### src/inc/fpep_consts.vh
// constants for the flash program/erase protection block
// Notes on behaviour
// - write-enable pin low clears control one and block select, refuses program/erase/verify.
// - any reset or standby clears control one and block select; control two too, except on software standby; protected state.
// - hardware protection makes every block unerasable, ignoring block selection.
// - write-enable pin protection drops the RAM overlay.
// - malfunction while programming/erasing sets error flag and aborts mode at once.
// - error state keeps registers, pulse bits writable, never enters program/erase.
// - error state still allows program-verify and erase-verify.
// - flash read while pulse bit set raises error flag.
// - exception start while pulse set raises error, except reset/illegal/trap/divide.
// - sleep or software standby while pulse set raises error flag.
// - bus granted to another master while pulse set raises error flag.
// - error state released only by pin reset, watchdog reset or hardware standby.
// - in error state control one and block select writable; cleared by software standby.
// - error detection armed only while pulse bit set; non-maskable interrupt blocked then.
// - erase only on selected blocks; programming unrestricted by selection; verify allowed.
// - block select zero protects every block against erase.
// - overlay select bit protects all blocks, ignores pulse bits; verify, RAM writes allowed.
// - RAM window FFF000..FFF3FF maps onto small block picked by RAM control bits 2..0.
// - overlaid RAM cells reachable at flash and original RAM addresses.
// - pulse bits cleared on reset, standby, pin low, or software enable zero.
`ifndef FPEP_CONSTS_VH
`define FPEP_CONSTS_VH
// ************************************************************
// register byte addresses
// ************************************************************
`define FPEP_ADDR_CTRL1   4'h0
`define FPEP_ADDR_CTRL2   4'h1
`define FPEP_ADDR_EBSEL   4'h2
`define FPEP_ADDR_RAM_CONTROL_REG   4'h3
`define FPEP_ADDR_EVENT   4'h4
// ************************************************************
// control one fields
// ************************************************************
`define FPEP_C1_P         0
`define FPEP_C1_E         1
`define FPEP_C1_PV        2
`define FPEP_C1_EV        3
`define FPEP_C1_PSU       4
`define FPEP_C1_ESU       5
`define FPEP_C1_SWE       6
`define FPEP_C1_FWE       7
`define FPEP_C1_WMASK     8'h7f
// ************************************************************
// control two / status fields
// ************************************************************
`define FPEP_C2_FLASH_ERROR_FLAG      7
// ************************************************************
// RAM control fields
// ************************************************************
`define FPEP_RC_RAM_OVERLAY_SELECT      3
`define FPEP_RC_SEL_HI    2
`define FPEP_RC_SEL_LO    0
`define FPEP_RC_WMASK     8'h0f
// ************************************************************
// event register fields
// ************************************************************
`define FPEP_EV_SWSTBY    0
`define FPEP_EV_HWSTBY    1
`define FPEP_EV_SLEEP     2
// ************************************************************
// address map
// ************************************************************
`define FPEP_RAM_WIN_BASE 24'hfff000
`define FPEP_RAM_WIN_TOP  24'hfff3ff
`define FPEP_WIN_SHIFT    10
`define FPEP_RESET_VAL    8'h00
`endif

### src/core/fpep_protect.v
// flash program/erase protection and RAM overlay logic
//
// Our own choices: the Avalon-MM interface to the registers and the register addresses.
`timescale 1ns/1ps
`include "fpep_consts.vh"

module fpep_protect #(
    parameter NUM_BLOCKS     = 8,
    parameter SMALL_BLOCK_LO = 0
) (
    // clock and reset
    input  wire                   clock,
    input  wire                   arst_n,
    input  wire                   watchdog_timer_reset,
    // avalon-mm slave
    input  wire [3:0]             avs_address,
    input  wire                   avs_read,
    input  wire                   avs_write,
    input  wire [31:0]            avs_writedata,
    input  wire [3:0]             avs_byteenable,
    output reg  [31:0]            avs_readdata,
    output wire                   avs_waitrequest,
    // pins and cpu events
    input  wire                   flash_write_enable_pin,
    input  wire                   hw_standby,
    input  wire                   flash_read,
    input  wire                   exception_start,
    input  wire                   exception_excluded,
    input  wire                   sleep_exec,
    input  wire                   bus_granted,
    input  wire                   nmi_in,
    // cpu address for overlay
    input  wire [23:0]            cpu_addr,
    // flash side
    output reg                    program_mode,
    output reg                    erase_mode,
    output reg                    program_verify_mode,
    output reg                    erase_verify_mode,
    output reg  [NUM_BLOCKS-1:0]  erase_enable,
    output wire                   nmi_out,
    output wire                   overlay_hit,
    output wire [9:0]             overlay_offset
);
    // ************************************************************
    // reset synchroniser
    // ************************************************************
    reg  sync_a;
    reg  sync_b;
    wire rst_n;
    always @(posedge clock or negedge arst_n) begin
        if (!arst_n) begin
            sync_a <= 1'b0;
            sync_b <= 1'b0;
        end else begin
            sync_a <= 1'b1;
            sync_b <= sync_a;
        end
    end
    assign rst_n = sync_b;

    // ************************************************************
    // registers
    // ************************************************************
    reg  [7:0]            flash_control_reg_one;
    reg  [7:0]            flash_control_reg_two;
    reg  [NUM_BLOCKS-1:0] erase_block_select;
    reg  [7:0]            ram_control_reg;
    reg                   sw_standby;
    reg                   hw_standby_sw;
    reg                   rd_pending;
    wire                  flash_error_flag;
    wire                  ram_overlay_select;
    wire                  software_write_enable_bit;
    wire                  pulse_set;
    wire                  error_event;
    wire                  pin_low;
    wire                  standby;
    wire                  wr_ok;
    wire [7:0]            wbyte;

    assign flash_error_flag          = flash_control_reg_two[`FPEP_C2_FLASH_ERROR_FLAG];
    assign ram_overlay_select        = ram_control_reg[`FPEP_RC_RAM_OVERLAY_SELECT];
    assign software_write_enable_bit = flash_control_reg_one[`FPEP_C1_SWE];
    assign pin_low                   = !flash_write_enable_pin;
    assign standby                   = sw_standby | hw_standby | hw_standby_sw;
    assign pulse_set = flash_control_reg_one[`FPEP_C1_P] | flash_control_reg_one[`FPEP_C1_E];
    assign wr_ok     = avs_write & avs_byteenable[0];
    assign wbyte     = avs_writedata[7:0];

    // one wait state on reads, writes immediate
    assign avs_waitrequest = avs_read & !rd_pending;

    // error conditions only while a pulse bit is set
    assign error_event = pulse_set & (flash_read
                       | (exception_start & !exception_excluded)
                       | sleep_exec | sw_standby
                       | bus_granted);

    // non-maskable interrupt blocked while pulsing or in error state
    assign nmi_out = nmi_in & !pulse_set & !flash_error_flag;

    // ************************************************************
    // control one and block select
    // ************************************************************
    always @(posedge clock or negedge rst_n) begin
        if (!rst_n) begin
            flash_control_reg_one <= `FPEP_RESET_VAL;
            erase_block_select    <= {NUM_BLOCKS{1'b0}};
        end else if (pin_low || standby || watchdog_timer_reset) begin
            flash_control_reg_one <= `FPEP_RESET_VAL;
            erase_block_select    <= {NUM_BLOCKS{1'b0}};
        end else begin
            if (wr_ok && avs_address == `FPEP_ADDR_CTRL1) begin
                // pulse bits writable even in error state
                flash_control_reg_one <= wbyte & `FPEP_C1_WMASK;
                if (!wbyte[`FPEP_C1_SWE]) begin
                    flash_control_reg_one[`FPEP_C1_P] <= 1'b0;
                    flash_control_reg_one[`FPEP_C1_E] <= 1'b0;
                end
            end else if (!software_write_enable_bit) begin
                flash_control_reg_one[`FPEP_C1_P] <= 1'b0;
                flash_control_reg_one[`FPEP_C1_E] <= 1'b0;
            end
            if (wr_ok && avs_address == `FPEP_ADDR_EBSEL) begin
                erase_block_select <= avs_writedata[NUM_BLOCKS-1:0];
            end
        end
    end

    // ************************************************************
    // control two, error flag
    // ************************************************************
    always @(posedge clock or negedge rst_n) begin
        if (!rst_n) begin
            flash_control_reg_two <= `FPEP_RESET_VAL;
        end else if (watchdog_timer_reset || hw_standby || hw_standby_sw) begin
            flash_control_reg_two <= `FPEP_RESET_VAL;
        end else if (error_event) begin
            flash_control_reg_two[`FPEP_C2_FLASH_ERROR_FLAG] <= 1'b1;
        end
    end

    // ************************************************************
    // RAM control and standby event register
    // ************************************************************
    always @(posedge clock or negedge rst_n) begin
        if (!rst_n) begin
            ram_control_reg <= `FPEP_RESET_VAL;
            sw_standby      <= 1'b0;
            hw_standby_sw   <= 1'b0;
        end else begin
            sw_standby    <= 1'b0;
            hw_standby_sw <= 1'b0;
            if (pin_low) begin
                ram_control_reg <= `FPEP_RESET_VAL;
            end else if (wr_ok && avs_address == `FPEP_ADDR_RAM_CONTROL_REG) begin
                ram_control_reg <= wbyte & `FPEP_RC_WMASK;
            end
            if (wr_ok && avs_address == `FPEP_ADDR_EVENT) begin
                sw_standby    <= wbyte[`FPEP_EV_SWSTBY] | wbyte[`FPEP_EV_SLEEP];
                hw_standby_sw <= wbyte[`FPEP_EV_HWSTBY];
            end
        end
    end

    // ************************************************************
    // mode gating
    // ************************************************************
    wire hw_prot;
    wire sw_prot;
    wire any_block;
    assign hw_prot   = pin_low | standby | flash_error_flag | watchdog_timer_reset;
    assign sw_prot   = ram_overlay_select;
    assign any_block = |erase_block_select;

    always @(posedge clock or negedge rst_n) begin
        if (!rst_n) begin
            program_mode        <= 1'b0;
            erase_mode          <= 1'b0;
            program_verify_mode <= 1'b0;
            erase_verify_mode   <= 1'b0;
            erase_enable        <= {NUM_BLOCKS{1'b0}};
        end else begin
            // error aborts the mode in the same cycle it is seen
            program_mode <= flash_control_reg_one[`FPEP_C1_P] & flash_write_enable_pin
                          & !hw_prot & !sw_prot & !error_event;
            erase_mode   <= flash_control_reg_one[`FPEP_C1_E] & flash_write_enable_pin
                          & !hw_prot & !sw_prot & any_block & !error_event;
            program_verify_mode <= flash_control_reg_one[`FPEP_C1_PV] & !pin_low
                                 & !standby;
            erase_verify_mode   <= flash_control_reg_one[`FPEP_C1_EV] & !pin_low
                                 & !standby;
            if (hw_prot || sw_prot) begin
                erase_enable <= {NUM_BLOCKS{1'b0}};
            end else begin
                erase_enable <= erase_block_select;
            end
        end
    end

    // ************************************************************
    // RAM overlay decode
    // ************************************************************
    function [2:0] fpep_sel;
        input [7:0] rc;
        begin
            fpep_sel = rc[`FPEP_RC_SEL_HI:`FPEP_RC_SEL_LO];
        end
    endfunction

    wire [13:0] win_idx;
    wire        overlay_on;
    assign win_idx = cpu_addr[23:`FPEP_WIN_SHIFT];
    // overlay exists only while the pin is high and ram select is set
    assign overlay_on = ram_overlay_select & flash_write_enable_pin;
    // flash window or original RAM window both reach the same cells
    wire ram_win;
    assign ram_win = (cpu_addr >= `FPEP_RAM_WIN_BASE) && (cpu_addr <= `FPEP_RAM_WIN_TOP);
    assign overlay_hit = overlay_on
        & ((win_idx == (SMALL_BLOCK_LO + {11'h000, fpep_sel(ram_control_reg)}))
        | ram_win);
    assign overlay_offset = cpu_addr[9:0];

    // ************************************************************
    // read data
    // ************************************************************
    always @(posedge clock or negedge rst_n) begin
        if (!rst_n) begin
            avs_readdata <= 32'h00000000;
            rd_pending   <= 1'b0;
        end else begin
            rd_pending <= avs_read & !rd_pending;
            if (avs_read && !rd_pending) begin
                case (avs_address)
                    `FPEP_ADDR_CTRL1: avs_readdata <= {24'h000000,
                        flash_write_enable_pin, flash_control_reg_one[6:0]};
                    `FPEP_ADDR_CTRL2: avs_readdata <= {24'h000000, flash_control_reg_two};
                    `FPEP_ADDR_EBSEL: avs_readdata <= {{(32-NUM_BLOCKS){1'b0}},
                        erase_block_select};
                    `FPEP_ADDR_RAM_CONTROL_REG: avs_readdata <= {24'h000000, ram_control_reg};
                    default:          avs_readdata <= 32'h00000000;
                endcase
            end
        end
    end
endmodule

### config.mk
export PLATFORM = sky130hd
export DESIGN_NAME = fpep_protect
export DESIGN_NICKNAME = d
export VERILOG_FILES = /design/src/core/fpep_protect.v
export VERILOG_INCLUDE_DIRS = /design/src /design/src/inc
export SDC_FILE = /design/constraint.sdc
export NUM_CORES = 1
export LEC_CHECK = 0
export BUFFER_PORTS_ARGS = -buffer_cell sky130_fd_sc_hd__buf_2
export CAP_MARGIN = 20
export CORE_MARGIN = 8
export CORE_UTILIZATION = 25
export CTS_BUF_LIST = sky130_fd_sc_hd__clkbuf_8
export DETAILED_ROUTE_END_ITERATION = 8
export GPL_TIMING_DRIVEN = 0
export PLACE_DENSITY = 0.57
export SLEW_MARGIN = 5
export SYNTH_ARGS = -nofsm -noshare
export SYNTH_HDL_FRONTEND = slang
export SYNTH_SLANG_ARGS = --single-unit
### constraint.sdc
create_clock -name clock -period 1.4 [get_ports clock]
set_input_delay 0 -clock clock [delete_from_list [all_inputs] [get_ports clock]]
set_output_delay 0 -clock clock [all_outputs]
set_load 0.01 [all_outputs]
==> reports/qor.txt <==
status = finished, violations left
failing checks = setup timing
area delta synth->final = 35.7%
Yosys cell types = 43
FF-to-FF End = erase_enable[1]$_DFF_PN0_
post-synth top area cell = dfrtp_1
fmax = 695 MHz
initial antenna violation count = 0
WP data required = 1.40 ns
power per cell area = 819 mW/mm²
core area = 0.00959 mm²
period utilisation layout = 103%
standard-cell rows = 36
number of inserted diodes = 0
r2r setup slk = 0.01 ns
H-tree depth = 2
global router's overall resource usage = 10.3%
dpl cell area = 0.00305 mm²
most frequent cells in the layout = buf_2 (73), dfrtp_1 (43), buf_4 (37)
pin count of the biggest net entering global routing = 30
I/O pin cnt = 134
peak supply drop = 0.403 mV
share of the synthesized area in the top cell type = 46.5%
first drt pass iteration count = 4
GRT overflow = 0
CTS tree = done
final worst path period need = 1.44 ns
critical path type = reg2out
Routed Antenna Nets = 0
Post-Synthesis Cells = 230
fin worst setup slack = -0.0397 ns
total number of vias = 2065
startpoint types = flop
CTS Root Cell = clkbuf_8
Finished Layout Cells = 478
IO Port Bufs = 71
placed cell count = 458
vias in the first global route = 2128
vias per cell = 4.32
chip width = 114 µm
RSZ-0062 raised after global routing = true
Final Slew Violations = 0
Die ar. = 0.0131 mm²
Post-Synthesis Cell Area = 0.00242 mm²
Slew HR = 59.9%
die height = 114 µm
worst skew pair latency = 0.31 ns
top flop regs = avs_readdata x8, erase_block_select x8, erase_enable x8
clk slew on worst S/H paths = 0.08 ns
Tot Pwr = 2.69 mW
maxcap violations = 0
Reg2Reg Depth = 4
sequential-to-total area share from yosys stat = 46.5%
Worst setup startpoint = ram_control_reg[3]$_DFFE_PN0P_
first-pass GRT wire length = 10800 µm
R2R Path Start = sw_standby$_DFF_PN0_
crit path capture = overlay_hit
share of layout cells above drive strength 1 = 39.7%
DP HPWL = 5440 µm
WP data arrival = 1.44 ns
WL final = 6820 µm
Worst Skew = 0.0191 ns
final instance area = 0.00328 mm²
worst-path fanout max = 4
WL/cell = 14.3 µm
Mapped Avg Cell Area = 10.5 µm²
routability cong. = 0.829
Worst Max-Slew Pin Slew = 0.593 ns
#FFs+latches synth = 45
deepest clock path buffer count = 2
initial drt markers = 52
synth warn = 0
DRC viols = 0
largest cells by area after synthesis = dfrtp_1 (47%), buf_4 (11%), a21oi_1 (4.1%)
HP Class = in2reg
clock sinks = 45
NumNets Final = 421
Initial Utilization = 25.2%
CTS buffer count = 5
P_leak = 1.62 nW
Final Hold Viols = 0
crit end category = primary output
most common cell after layout, fill and taps aside = buf_2
Final setup violation count = 1
==> stage by stage <==
stage	util, %	TNS, ns	hold slack [ns]	worst slack (ns)
after floorplan	-	0	-0.296	0.0549
after global placement	31.6	-20.83	-0.215	-0.481
after detailed placement	31.8	-0.485	-0.212	-0.104
after CTS	34.1	-0.230	0.00336	-0.0959
after global routing	34.2	-1.35	0.0124	-0.104
final	34.2	-0.0397	0.00704	-0.0397
==> timing repair <==
item	CTS	global route
pin swaps	8	2
hold endpoints to repair	18	0
hold buffers	9	0
buffers inserted	2	1
gates resized for setup	2	2
setup endpoints to repair	12	21
==> how the worst min path moves through the flow <==
| stage | start | slack (ns) | cells after the start | endpoint |
|---|---|---|---|---|
| finish | hw_standby | 0.007 | 3 | flash_control_reg_two[7]$_DFFE_PN0P_ |
| global route | watchdog_timer_reset | 0.01 | 3 | flash_control_reg_two[7]$_DFFE_PN0P_ |
| CTS | hw_standby | 0.003 | 3 | flash_control_reg_two[7]$_DFFE_PN0P_ |
| detailed placement | arst_n | -0.21 | 1 | sync_a$_DFF_PN0_ |
| global placement | arst_n | -0.21 | 1 | sync_a$_DFF_PN0_ |
| floorplan | arst_n | -0.30 | 0 | rst_n$_DFF_PN0_ |
==> power by group <==
group	total (mW)	switching [mW]	internal [mW]	leakage, nW
combinational	0.391	0.203	0.187	0.944
sequential	1.32	0.0115	1.31	0.620
clock	0.982	0.453	0.529	0.0595
total	2.69	0.668	2.02	1.62
==> worst max-delay path, cell delays in order, from the launching register on <==
cell	delay [ns]
dfrtp_2	0.39
nand4b_1	0.09
or4_1	0.40
o31ai_1	0.09
buf_2	0.18
==> metal layers <==
layer | track usage (%) | vias up | routed length, µm
met2 | 17.7 | 82 | 3420
li1 | - | 1000 | -
met1 | 11.7 | 977 | 2860
met5 | 0 | - | 0
met3 | 3.32 | 6 | 443
met4 | 3.73 | 0 | 99
==> synth_stat cells, drive strengths merged <==
master and number:
and3b 1, and4b 1, nand2 7, or3 1, nand3b 1, conb 2
and3 1, and4 1, o22ai 1, xnor2 3, nand3 20, mux2i 8
o21a 2, clkbuf 5, a21oi 20, nand4bb 1, nor2 1, nand2b 3
inv 2, o31ai 4, a22o 5, nor4 5, nand4b 2, or4 1
dfrtp 45, nor3 4, o211ai 2, and2 12, o21ai 17, nor4bb 1
o2bb2ai 4, nand4 4, buf 39, nor4b 4
==> layout make-up <==
cell class,instances,area (µm²)
Clock inverter,3,42.5
Timing Repair Buffer,84,488
Buffer,44,342
Sequential cell,45,1130
Clock buffer,5,68.8
Inverter,2,7.51
Fill cell,972,6310
Multi-Input combinational cell,162,1040
Tap cell,133,166
==> cell families after synthesis <==
kind of cell | share of synthesized area (%)
AND/OR/NAND/NOR | 19.7
buffers and inverters | 14.4
multiplexers | 3.31
AO/OA/AOI/OAI | 14.7
flip-flops | 46.5
XOR/XNOR | 1.09
other | 0.310
Power figures use the tool's default switching activity.
